--- src/common/adcc_pkg.sv ---
// Shared constants and types for the converter control block
package adcc_pkg;

  // ***********************************
  // Register bus widths and offsets
  // ***********************************
  localparam int ADDR_W = 4;
  localparam int DATA_W = 16;
  localparam logic [3:0] ADDR_IN_CFG = 4'h0;
  localparam logic [3:0] ADDR_OPMODE = 4'h1;
  localparam logic [3:0] ADDR_SEQ_EN = 4'h2;
  localparam logic [3:0] ADDR_CTRL = 4'h3;
  localparam logic [3:0] ADDR_SEQ_STAT = 4'h4;
  localparam logic [3:0] ADDR_RES0 = 4'h5;
  localparam logic [3:0] ADDR_RES1 = 4'h6;
  localparam logic [3:0] ADDR_OFFSET = 4'h7;
  localparam logic [3:0] ADDR_IRQ_STAT = 4'h8;
  localparam logic [3:0] ADDR_IRQ_MASK = 4'h9;

  // ***********************************
  // Field positions
  // ***********************************
  localparam int CTRL_CAL_BIT = 0;
  localparam int CTRL_START_BIT = 1;
  localparam int CTRL_STOP_BIT = 2;
  localparam int STAT_ERR_BIT = 0;
  localparam int STAT_BUSY_BIT = 1;
  localparam int STAT_CAL_BIT = 2;
  localparam int IRQ_DONE_BIT = 0;
  localparam int IRQ_CAL_BIT = 1;
  localparam int IRQ_ERR_BIT = 2;
  localparam int IRQ_W = 3;

  // ***********************************
  // Field encodings and reset values
  // ***********************************
  localparam logic [1:0] CFG_TWO_SE_A = 2'h0;
  localparam logic [1:0] CFG_ONE_SE = 2'h1;
  localparam logic [1:0] CFG_PSEUDO_DIFF = 2'h2;
  localparam logic [1:0] CFG_TWO_SE_B = 2'h3;
  localparam logic [2:0] MODE_MAN_CH0_A = 3'h0;
  localparam logic [2:0] MODE_MAN_SEQ_A = 3'h4;
  localparam logic [2:0] MODE_AUTONOMOUS = 3'h6;
  localparam logic [2:0] MODE_HIGH_PREC = 3'h7;
  localparam logic [1:0] RST_IN_CFG = 2'h0;
  localparam logic [2:0] RST_OPMODE = 3'h0;
  localparam logic [1:0] RST_SEQ_EN = 2'h0;
  localparam logic [2:0] RST_IRQ_MASK = 3'h0;

  // ***********************************
  // Output coding
  // ***********************************
  localparam int RES_W = 12;
  localparam logic [11:0] NEGATIVE_FULL_SCALE = 12'h000;
  localparam logic [11:0] MID_SCALE_CODE = 12'h800;
  localparam logic [11:0] POSITIVE_FULL_SCALE = 12'hFFF;

  // ***********************************
  // Timing in oscillator periods
  // ***********************************
  localparam int ACQ_TICKS = 4;
  localparam int CONV_TICKS = 14;
  localparam int CAL_TICKS = 16;
  localparam int CNT_W = 5;

  typedef enum logic [1:0] {S_IDLE, S_ACQ, S_CONV, S_CAL} adcc_state_t;

endpackage

--- src/common/adcc_code_if.sv ---
// Carrier between the sequencer and the output coder
`timescale 1ns/1ps
`default_nettype none
interface adcc_code_if;
  logic [11:0] raw;
  logic signed [12:0] offset;
  logic [11:0] coded;
  modport ctrl (output raw, output offset, input coded);
  modport coder (input raw, input offset, output coded);
endinterface
`default_nettype wire

--- src/hdl/adcc_ctrl.sv ---
// Input configuration, sequencing and offset calibration control
`timescale 1ns/1ps
`default_nettype none
module adcc_ctrl #(
  parameter int ACQ_N = adcc_pkg::ACQ_TICKS,
  parameter int CONV_N = adcc_pkg::CONV_TICKS,
  parameter int CAL_N = adcc_pkg::CAL_TICKS
) (
  input wire logic clk_sys_in,
  input wire logic rst_n_in,
  input wire logic [3:0] reg_addr_in,
  input wire logic [15:0] reg_wdata_in,
  input wire logic reg_wr_in,
  input wire logic reg_rd_in,
  output logic [15:0] reg_rdata_out,
  input wire logic osc_clk_in,
  input wire logic [11:0] raw_code_in,
  output logic sample_switch_out,
  output logic cs1_sel_out,
  output logic cs2_sel_out,
  output logic busy_out,
  output logic irq_out
);

  // ***********************************
  // Helpers
  // ***********************************
  function automatic logic single_cfg(input logic [1:0] c);
    single_cfg = (c == adcc_pkg::CFG_ONE_SE) ||
                 (c == adcc_pkg::CFG_PSEUDO_DIFF);
  endfunction

  function automatic logic first_chan(input logic [1:0] l);
    first_chan = ~l[0];
  endfunction

  // ***********************************
  // Declarations
  // ***********************************
  adcc_code_if cif ();
  adcc_pkg::adcc_state_t state;
  adcc_pkg::adcc_state_t next_state;
  logic [1:0] input_config_sel;
  logic [2:0] operating_mode_sel;
  logic [1:0] sequence_channel_enable_reg;
  logic [2:0] irq_status;
  logic [2:0] irq_mask;
  logic [2:0] next_irq_status;
  logic [11:0] result0;
  logic [11:0] result1;
  logic signed [12:0] cal_offset;
  logic [4:0] cnt;
  logic [4:0] next_cnt;
  logic cur_chan;
  logic next_chan;
  logic [1:0] run_list;
  logic run_auto;
  logic cal_pend;
  logic stop_pend;
  logic osc_tick;
  logic [15:0] rd_mux;

  assign cif.raw = raw_code_in;
  assign cif.offset = cal_offset;

  adcc_pin_sync u_osc_sync (
    .clk_in(clk_sys_in),
    .rst_n_in(rst_n_in),
    .pin_in(osc_clk_in),
    .level_out(),
    .rise_out(osc_tick)
  );

  adcc_coder u_coder (
    .cif(cif.coder)
  );

  // ***********************************
  // Register decode
  // ***********************************
  wire wr_cfg = reg_wr_in && (reg_addr_in == adcc_pkg::ADDR_IN_CFG);
  wire wr_mode = reg_wr_in && (reg_addr_in == adcc_pkg::ADDR_OPMODE);
  wire wr_seq = reg_wr_in && (reg_addr_in == adcc_pkg::ADDR_SEQ_EN);
  wire wr_ctrl = reg_wr_in && (reg_addr_in == adcc_pkg::ADDR_CTRL);
  wire wr_istat = reg_wr_in && (reg_addr_in == adcc_pkg::ADDR_IRQ_STAT);
  wire wr_imask = reg_wr_in && (reg_addr_in == adcc_pkg::ADDR_IRQ_MASK);
  wire calibration_trigger =
    wr_ctrl && reg_wdata_in[adcc_pkg::CTRL_CAL_BIT];
  wire start_req = wr_ctrl && reg_wdata_in[adcc_pkg::CTRL_START_BIT];
  wire stop_req = wr_ctrl && reg_wdata_in[adcc_pkg::CTRL_STOP_BIT];

  // ***********************************
  // Mode and configuration decode
  // ***********************************
  wire two_ch = !single_cfg(input_config_sel);
  wire [1:0] next_in_cfg = wr_cfg ? reg_wdata_in[1:0] : input_config_sel;
  wire next_two_ch = !single_cfg(next_in_cfg);
  wire seq_err = !two_ch && sequence_channel_enable_reg[1];
  wire manual_ch0 = !operating_mode_sel[2];
  wire autonomous = (operating_mode_sel == adcc_pkg::MODE_AUTONOMOUS);
  wire [1:0] start_list =
    manual_ch0 ? 2'b01 : sequence_channel_enable_reg;
  wire idle_ok = (state == adcc_pkg::S_IDLE) && !cal_pend;
  wire start_ok = start_req && idle_ok && !seq_err &&
                  (start_list != 2'b00);
  wire err_ev = start_req && seq_err;
  wire acq_last = osc_tick && (cnt == 5'(ACQ_N - 1));
  wire conv_end = (state == adcc_pkg::S_CONV) && osc_tick &&
                  (cnt == 5'(CONV_N - 1));
  wire cal_end = (state == adcc_pkg::S_CAL) && osc_tick &&
                 (cnt == 5'(CAL_N - 1));
  wire more_ch1 = !cur_chan && run_list[1];
  wire [2:0] irq_ev;
  assign irq_ev[adcc_pkg::IRQ_DONE_BIT] = conv_end;
  assign irq_ev[adcc_pkg::IRQ_CAL_BIT] = cal_end;
  assign irq_ev[adcc_pkg::IRQ_ERR_BIT] = err_ev;
  assign next_irq_status =
    (irq_status & ~(wr_istat ? reg_wdata_in[2:0] : 3'h0)) | irq_ev;

  // ***********************************
  // Sequencer next state
  // ***********************************
  always_comb begin
    next_state = state;
    next_cnt = cnt;
    next_chan = cur_chan;
    case (state)
      adcc_pkg::S_IDLE: begin
        if (cal_pend) begin
          next_state = adcc_pkg::S_CAL;
          next_cnt = 5'h0;
        end else if (start_ok) begin
          next_state = adcc_pkg::S_ACQ;
          next_cnt = 5'h0;
          next_chan = first_chan(start_list);
        end
      end
      adcc_pkg::S_ACQ: begin
        if (acq_last) begin
          next_state = adcc_pkg::S_CONV;
          next_cnt = 5'h0;
        end else if (osc_tick) begin
          next_cnt = cnt + 5'h1;
        end
      end
      adcc_pkg::S_CONV: begin
        if (conv_end) begin
          next_cnt = 5'h0;
          if (cal_pend || stop_pend) begin
            next_state = adcc_pkg::S_IDLE;
          end else if (more_ch1) begin
            next_state = adcc_pkg::S_ACQ;
            next_chan = 1'b1;
          end else if (run_auto) begin
            next_state = adcc_pkg::S_ACQ;
            next_chan = first_chan(run_list);
          end else begin
            next_state = adcc_pkg::S_IDLE;
          end
        end else if (osc_tick) begin
          next_cnt = cnt + 5'h1;
        end
      end
      adcc_pkg::S_CAL: begin
        if (cal_end) begin
          next_state = adcc_pkg::S_IDLE;
          next_cnt = 5'h0;
        end else if (osc_tick) begin
          next_cnt = cnt + 5'h1;
        end
      end
      default: begin
        next_state = adcc_pkg::S_IDLE;
        next_cnt = 5'h0;
      end
    endcase
  end

  // ***********************************
  // Sequencer state
  // ***********************************
  always_ff @(posedge clk_sys_in or negedge rst_n_in) begin
    if (!rst_n_in) begin
      state <= adcc_pkg::S_IDLE;
      cnt <= 5'h0;
      cur_chan <= 1'b0;
      run_list <= 2'b01;
      run_auto <= 1'b0;
    end else begin
      state <= next_state;
      cnt <= next_cnt;
      cur_chan <= next_chan;
      if (start_ok) begin
        run_list <= start_list;
        run_auto <= autonomous;
      end
    end
  end

  // Pending calibration, armed out of reset; a new trigger wins
  always_ff @(posedge clk_sys_in or negedge rst_n_in) begin
    if (!rst_n_in) begin
      cal_pend <= 1'b1;
      stop_pend <= 1'b0;
    end else begin
      cal_pend <= calibration_trigger ||
                  (cal_pend && !(state == adcc_pkg::S_IDLE));
      stop_pend <= stop_req ||
                   (stop_pend && !(state == adcc_pkg::S_IDLE));
    end
  end

  // ***********************************
  // Pin drive
  // ***********************************
  always_ff @(posedge clk_sys_in or negedge rst_n_in) begin
    if (!rst_n_in) begin
      sample_switch_out <= 1'b0;
      cs1_sel_out <= 1'b0;
      cs2_sel_out <= 1'b0;
      busy_out <= 1'b0;
    end else begin
      sample_switch_out <= (next_state == adcc_pkg::S_ACQ);
      cs1_sel_out <= next_two_ch && next_chan;
      cs2_sel_out <= !next_two_ch;
      busy_out <= (next_state != adcc_pkg::S_IDLE);
    end
  end

  // ***********************************
  // Results and offset
  // ***********************************
  always_ff @(posedge clk_sys_in or negedge rst_n_in) begin
    if (!rst_n_in) begin
      result0 <= 12'h000;
      result1 <= 12'h000;
      cal_offset <= 13'sh0000;
    end else begin
      if (conv_end && !cur_chan) begin
        result0 <= cif.coded;
      end
      if (conv_end && cur_chan) begin
        result1 <= cif.coded;
      end
      if (cal_end) begin
        cal_offset <= $signed({1'b0, raw_code_in}) -
                      $signed({1'b0, adcc_pkg::MID_SCALE_CODE});
      end
    end
  end

  // ***********************************
  // Software registers and interrupt
  // ***********************************
  always_ff @(posedge clk_sys_in or negedge rst_n_in) begin
    if (!rst_n_in) begin
      input_config_sel <= adcc_pkg::RST_IN_CFG;
      operating_mode_sel <= adcc_pkg::RST_OPMODE;
      sequence_channel_enable_reg <= adcc_pkg::RST_SEQ_EN;
      irq_status <= 3'h0;
      irq_mask <= adcc_pkg::RST_IRQ_MASK;
      irq_out <= 1'b0;
    end else begin
      if (wr_cfg) begin
        input_config_sel <= reg_wdata_in[1:0];
      end
      if (wr_mode) begin
        operating_mode_sel <= reg_wdata_in[2:0];
      end
      if (wr_seq) begin
        sequence_channel_enable_reg <= reg_wdata_in[1:0];
      end
      if (wr_imask) begin
        irq_mask <= reg_wdata_in[2:0];
      end
      irq_status <= next_irq_status;
      irq_out <= |(irq_status & irq_mask);
    end
  end

  wire [15:0] seq_stat = {13'h0000, (state == adcc_pkg::S_CAL),
                          (state != adcc_pkg::S_IDLE), seq_err};
  assign rd_mux =
    (reg_addr_in == adcc_pkg::ADDR_IN_CFG) ? {14'h0000, input_config_sel} :
    (reg_addr_in == adcc_pkg::ADDR_OPMODE) ? {13'h0000, operating_mode_sel} :
    (reg_addr_in == adcc_pkg::ADDR_SEQ_EN) ?
      {14'h0000, sequence_channel_enable_reg} :
    (reg_addr_in == adcc_pkg::ADDR_SEQ_STAT) ? seq_stat :
    (reg_addr_in == adcc_pkg::ADDR_RES0) ? {4'h0, result0} :
    (reg_addr_in == adcc_pkg::ADDR_RES1) ? {4'h0, result1} :
    (reg_addr_in == adcc_pkg::ADDR_OFFSET) ? 16'(cal_offset) :
    (reg_addr_in == adcc_pkg::ADDR_IRQ_STAT) ? {13'h0000, irq_status} :
    (reg_addr_in == adcc_pkg::ADDR_IRQ_MASK) ? {13'h0000, irq_mask} :
    16'h0000;

  always_ff @(posedge clk_sys_in or negedge rst_n_in) begin
    if (!rst_n_in) begin
      reg_rdata_out <= 16'h0000;
    end else begin
      reg_rdata_out <= reg_rd_in ? rd_mux : 16'h0000;
    end
  end

  // ***********************************
  // Checks
  // ***********************************
  logic booted;
  always_ff @(posedge clk_sys_in or negedge rst_n_in) begin
    if (!rst_n_in) begin
      booted <= 1'b0;
    end else if (cal_end) begin
      booted <= 1'b1;
    end
  end

  property p_switch_phase;
    @(posedge clk_sys_in) disable iff (!rst_n_in)
    (state == adcc_pkg::S_ACQ) == sample_switch_out;
  endproperty
  a_switch_phase: assert property (p_switch_phase)
    else $error("Sampling switch disagrees with phase");

  property p_cal_busy;
    @(posedge clk_sys_in) disable iff (!rst_n_in)
    (state == adcc_pkg::S_CAL) |-> busy_out && !sample_switch_out;
  endproperty
  a_cal_busy: assert property (p_cal_busy)
    else $error("Calibration without busy or with switch closed");

  property p_two_ch_ground;
    @(posedge clk_sys_in) disable iff (!rst_n_in)
    (two_ch && state == adcc_pkg::S_ACQ) |->
      !cs2_sel_out && (cs1_sel_out == cur_chan);
  endproperty
  a_two_ch_ground: assert property (p_two_ch_ground)
    else $error("Two channel mux selection wrong");

  property p_single_pins;
    @(posedge clk_sys_in) disable iff (!rst_n_in)
    (single_cfg(input_config_sel) && state == adcc_pkg::S_ACQ) |->
      !cs1_sel_out && cs2_sel_out;
  endproperty
  a_single_pins: assert property (p_single_pins)
    else $error("Single channel mux selection wrong");

  property p_err_refuse;
    @(posedge clk_sys_in) disable iff (!rst_n_in)
    (start_req && seq_err && !wr_istat) |=>
      irq_status[adcc_pkg::IRQ_ERR_BIT] && state != adcc_pkg::S_ACQ;
  endproperty
  a_err_refuse: assert property (p_err_refuse)
    else $error("Bad sequence start not refused");

  property p_boot_cal;
    @(posedge clk_sys_in) disable iff (!rst_n_in)
    !booted |-> (state == adcc_pkg::S_IDLE && cal_pend) ||
                state == adcc_pkg::S_CAL;
  endproperty
  a_boot_cal: assert property (p_boot_cal)
    else $error("Power-up calibration skipped");

  property p_ch_in_list;
    @(posedge clk_sys_in) disable iff (!rst_n_in)
    (state == adcc_pkg::S_ACQ) |-> run_list[cur_chan];
  endproperty
  a_ch_in_list: assert property (p_ch_in_list)
    else $error("Converting a channel not in the sequence");

  property p_result_capture;
    @(posedge clk_sys_in) disable iff (!rst_n_in)
    (conv_end && !cur_chan) |=> result0 == $past(cif.coded);
  endproperty
  a_result_capture: assert property (p_result_capture)
    else $error("Channel 0 result not captured");

  property p_auto_wrap;
    @(posedge clk_sys_in) disable iff (!rst_n_in)
    (conv_end && run_auto && !more_ch1 && !cal_pend && !stop_pend) |=>
      state == adcc_pkg::S_ACQ && sample_switch_out;
  endproperty
  a_auto_wrap: assert property (p_auto_wrap)
    else $error("Autonomous sequence did not restart");

  property p_manual_ch0;
    @(posedge clk_sys_in) disable iff (!rst_n_in)
    (start_ok && manual_ch0) |=> state == adcc_pkg::S_ACQ && !cur_chan
      ##1 run_list == 2'b01;
  endproperty
  a_manual_ch0: assert property (p_manual_ch0)
    else $error("Manual mode did not convert channel 0 only");

  c_cal_done: cover property (@(posedge clk_sys_in) cal_end);
  c_seq_err: cover property (@(posedge clk_sys_in) err_ev);
  c_ch1_done: cover property (@(posedge clk_sys_in) conv_end && cur_chan);
  c_auto_wrap: cover property (@(posedge clk_sys_in)
    conv_end && run_auto && !more_ch1);

endmodule // adcc_ctrl
`default_nettype wire

--- src/hdl/adcc_pin_sync.sv ---
// Three stage synchroniser with edge finding for an outside input
`timescale 1ns/1ps
`default_nettype none
module adcc_pin_sync (
  input wire logic clk_in,
  input wire logic rst_n_in,
  input wire logic pin_in,
  output logic level_out,
  output logic rise_out
);
  logic s1;
  logic s2;
  logic s3;

  always_ff @(posedge clk_in or negedge rst_n_in) begin
    if (!rst_n_in) begin
      s1 <= 1'b0;
      s2 <= 1'b0;
      s3 <= 1'b0;
      level_out <= 1'b0;
      rise_out <= 1'b0;
    end else begin
      s1 <= pin_in;
      s2 <= s1;
      s3 <= s2;
      if (s2 == s3) begin
        level_out <= s3;
      end
      rise_out <= s2 & s3 & ~level_out;
    end
  end
endmodule // adcc_pin_sync
`default_nettype wire

--- src/hdl/adcc_coder.sv ---
// Offset correction and straight binary saturation of a raw code
`timescale 1ns/1ps
`default_nettype none
module adcc_coder (
  adcc_code_if.coder cif
);
  function automatic logic [11:0] sat_code(input logic signed [13:0] d);
    if (d < 14'sd0) begin
      sat_code = adcc_pkg::NEGATIVE_FULL_SCALE;
    end else if (d > 14'sd4095) begin
      sat_code = adcc_pkg::POSITIVE_FULL_SCALE;
    end else begin
      sat_code = d[11:0];
    end
  endfunction

  logic signed [13:0] diff;
  assign diff = $signed({2'b00, cif.raw}) - 14'(cif.offset);
  assign cif.coded = sat_code(diff);
endmodule // adcc_coder
`default_nettype wire

--- config.mk ---
export PLATFORM = sky130hd
export DESIGN_NAME = adcc_ctrl
export DESIGN_NICKNAME = d
export VERILOG_FILES = /design/src/common/adcc_pkg.sv /design/src/common/adcc_code_if.sv /design/src/hdl/adcc_ctrl.sv /design/src/hdl/adcc_pin_sync.sv /design/src/hdl/adcc_coder.sv
export SDC_FILE = /design/constraint.sdc
export NUM_CORES = 1
export LEC_CHECK = 0
export ABC_AREA = 1
export BUFFER_PORTS_ARGS = -buffer_cell sky130_fd_sc_hd__buf_2
export CAP_MARGIN = 20
export CORE_MARGIN = 3
export CORE_UTILIZATION = 40
export CTS_CLUSTER_DIAMETER = 100
export DETAILED_ROUTE_END_ITERATION = 7
export PLACE_DENSITY = 0.72
export SKIP_LAST_GASP = 1
export SLEW_MARGIN = 0
export SYNTH_ARGS = -nofsm -noshare
export SYNTH_HDL_FRONTEND = slang
export SYNTH_SLANG_ARGS = --single-unit
--- constraint.sdc ---
create_clock -name clk_sys_in -period 1.8 [get_ports clk_sys_in]
set_input_delay 0.09 -clock clk_sys_in [delete_from_list [all_inputs] [get_ports clk_sys_in]]
set_output_delay 0.09 -clock clk_sys_in [all_outputs]
set_load 0.005 [all_outputs]
==> impl_metrics.py <==
metrics = {
    "run_status": {
        "status": "complete, but fails checks",
        "violations": "negative setup slack",
    },
    "timing": {
        "fmax_mhz": 511,
        "finalCritPeriodShare": 1.09,
        "slew_headroom": 0.682,
        "hold_slack_ns": 0.0116,
        "report.final.setup_viol": 24,
        "rsz0062_at_grt": "true",
        "skew_ns": 0.00888,
        "hold_viol_final": 0,
        "fin_crit_ns": 1.96,
        "slew_viol_final": 0,
        "fin_ws_ns": -0.155,
        "tns_ns": -2.59,
        "tightest_slew_ns": 0.473,
    },
    "clock_network": {
        "cts_tree": "built",
        "cts_buffers": 9,
        "cts_buffer_depth": 2,
        "clock_sinks": 85,
        "clkTransAtPathRegs_ns": 0.07,
        "cts_root_buffer": "clkbuf_16",
        "insertion_delay_ns": 0.34,
        "htreeDepth": 3,
    },
    "grt": {
        "grt_pass1_wl_mm": 20.6,
        "antenna_found_initial": 0,
        "grt_max_degree": 40,
        "grt-ovfl-total": 0,
        "track_usage": 0.194,
        "grt_pass1_vias": 4478,
    },
    "drt": {
        "drcViolationCount": 0,
        "drt-met1-wl_mm": 5.55,
        "drtIter0Drc": 227,
        "top_layer_used": "met4",
        "final_antenna_net_count": 0,
        "dr.pass1.iters": 5,
        "wl_met2_mm": 6.45,
        "viasPerCell": 5.09,
        "avgRoutedWirePerCell_um": 14.9,
        "routed-wl-met3_um": 539,
        "vias": 4393,
        "wirelength_mm": 12.8,
    },
    "layout": {
        "nNetsFinal": 770,
        "largest_register_ffs": 13,
        "final_cell_count_no_fill": 863,
        "drive_above_1_share": 0.322,
        "regMostFlops": "reg_rdata_out",
        "fill_cells": 969,
        "post-route-util": 0.560,
        "area_growth_pct": 35.2,
        "antennaDiodeCount": 0,
    },
    "logic_synthesis": {
        "ys_types": 40,
        "synth_cells": 599,
        "synth_top_cell_area_share": 0.435,
        "synth_sequential_area_ratio": 0.446,
        "yosysWarnings": 0,
        "synth_edf_count": 0,
        "synth-async-reset-ratio": 1.00,
        "netlist_area_mm2": 0.00477,
        "synth-seq-cells": 85,
        "synth.area.top_cells": "dfrtp_1, nand2_1, inv_1, ha_1, nand3_1",
        "synth_ff_type": "dfrtp_1",
        "synth.most_common_cell": "nand2_1",
        "syn-num-nets": 654,
        "yosys-top-cells-count": "nand2_1, dfrtp_1, inv_1",
        "synth.avg_cell_area_um2": 7.96,
        "synth_area_leader_cell": "dfrtp_1",
    },
    "floorplanning": {
        "ios": 58,
        "dieArea_mm2": 0.0133,
        "die_w_um": 115,
        "initial_utilization": 0.414,
        "core-area_mm2": 0.0115,
        "row_count": 39,
        "dieHeight_um": 115,
    },
    "power_and_ir_drop": {
        "p_comb_frac": 0.214,
        "switching_share": 0.289,
        "seqPwrFrac": 0.410,
        "p_clk_frac": 0.377,
        "vdd_drop_max_mv": 0.390,
        "switchingPower_uw": 1610,
        "power_density_mw_per_mm2": 865,
        "power_uw": 5580,
        "p_leak_uw": 0.00322,
        "p_int_uw": 3970,
    },
    "setup_path": {
        "path_max_fanout": 7,
        "cp_common_cell": "nand3_2",
        "critPathMaxStageDelay_ns": 0.35,
        "crit_path_end_kind": "register",
        "startpoint_type": "register",
        "critPathRequiredTime_ns": 2.02,
        "crit_chain": "ha_2, inv_2, fa_2, nand3_2, nand2_2, nand3_2, nand3_2, inv_2, nand2_4, nand2_4, buf_12, nand2_4, nand3_2, nand2_1",
        "cp_slowest_cell": "dfrtp_1",
        "worstPathArrival_ns": 2.18,
        "setup.worst_path.class": "reg2reg",
    },
    "min_path": {
        "hp-class": "in2reg",
    },
    "place": {
        "io_buffers": 44,
        "dp_hpwl_mm": 8.86,
        "gp_congestion": 0.908,
        "placedCellCount": 827,
    },
    "job": {
        "max-cap-violations": 0,
    },
}
## stage by stage
step	cell area, µm²	worst slack [ns]
after global placement	5620	-0.0994
after CTS	6180	-0.127
final	6450	-0.155
after floorplan	4860	-0.0540
after detailed placement	5620	-0.165
after global routing	6450	-0.258
## critical path: cells and delay by family (launching register included)
family        cells  cell delay, ns
simple gates      9            0.62
fa+ha+maj         2            0.54
flops             1            0.35
buf+inv           3            0.30
## path summary, 6_finish.rpt
| path | startpoint | to | slack [ns] | cells after the start |
|---|---|---|---|---|
| setup / recovery | cal_offset[0] | result1[4] | -0.16 | 14 |
| hold reg to reg | u_osc_sync.s1 | u_osc_sync.s2 | 0.35 | 0 |
| max in group asynchronous | rst_n_in | cal_pend | 0.93 | 3 |
| min in group asynchronous | rst_n_in | state[1] | 0.25 | 2 |
| hold / removal | raw_code_in[8] | cal_offset[8] | 0.01 | 3 |
| setup reg to reg | cal_offset[0] | result1[4] | -0.16 | 14 |
## cell families (layout without fill, tap and decap cells)
kind of cell               after synthesis  after routing  synth area share
adders and majority gates               18             18            0.0488
and+or+nand+nor                        309            309             0.298
DFF                                     85             85             0.446
muxes                                    1              1           0.00236
AOI/OAI and AO/OA                       81             81            0.0962
buffers and inverters                   94            215            0.0879
xor gates and xnor gates                11             11            0.0202
## layer usage
metal / vias to the layer above / track usage
met5: - / 0
met4: 0 / 0.0869
met2: 123 / 0.320
met1: 2112 / 0.250
met3: 25 / 0.0347
li1: 2133 / -
## area by class of cell
cell class / count / area (µm²) / share of cell area
Multi-Input combinational cell: 420 / 2560 / 0.398
Sequential cell: 85 / 2130 / 0.330
Tap cell: 143 / 179 / 0.0277
Timing Repair Buffer: 121 / 946 / 0.147
Clock buffer: 12 / 236 / 0.0367
Inverter: 78 / 297 / 0.0460
Clock inverter: 4 / 97.6 / 0.0151
## repair_timing
action,CTS,global route
gates resized for setup,14,52
gates cloned,1,3
pin swaps,5,8
hold endpoints to repair,39,0
hold buffers,8,0
setup buffers,3,5
setup endpoints to repair,24,44
## placed cells by master, fill, tap and decap left out, types with 6 or more instances in the layout
cell,count
nand2_1,181
o211ai_1,10
buf_4,60
inv_1,64
ha_4,8
nor2_2,6
o21ai_1,13
clkbuf_16,11
buf_2,43
dlygate4sd3_1,8
nand2_4,15
dfrtp_1,83
nand3_1,18
nor2_1,33
nand3_2,24
o21ai_0,22
ha_1,6
a21oi_1,19
nand2_2,14
inv_2,11
## power by group through the flow
stage / Clock [µW] / Sequential [µW] / Combinational, µW
2_1_floorplan: 0 / 2280 / 652
3_5_place_dp: 0 / 2300 / 1050
5_1_grt: 2200 / 2300 / 1340
3_3_place_gp: 0 / 2300 / 1010
6_report: 2100 / 2290 / 1190
4_1_cts: 2130 / 2270 / 1100
(Power assumes the default switching activity.)
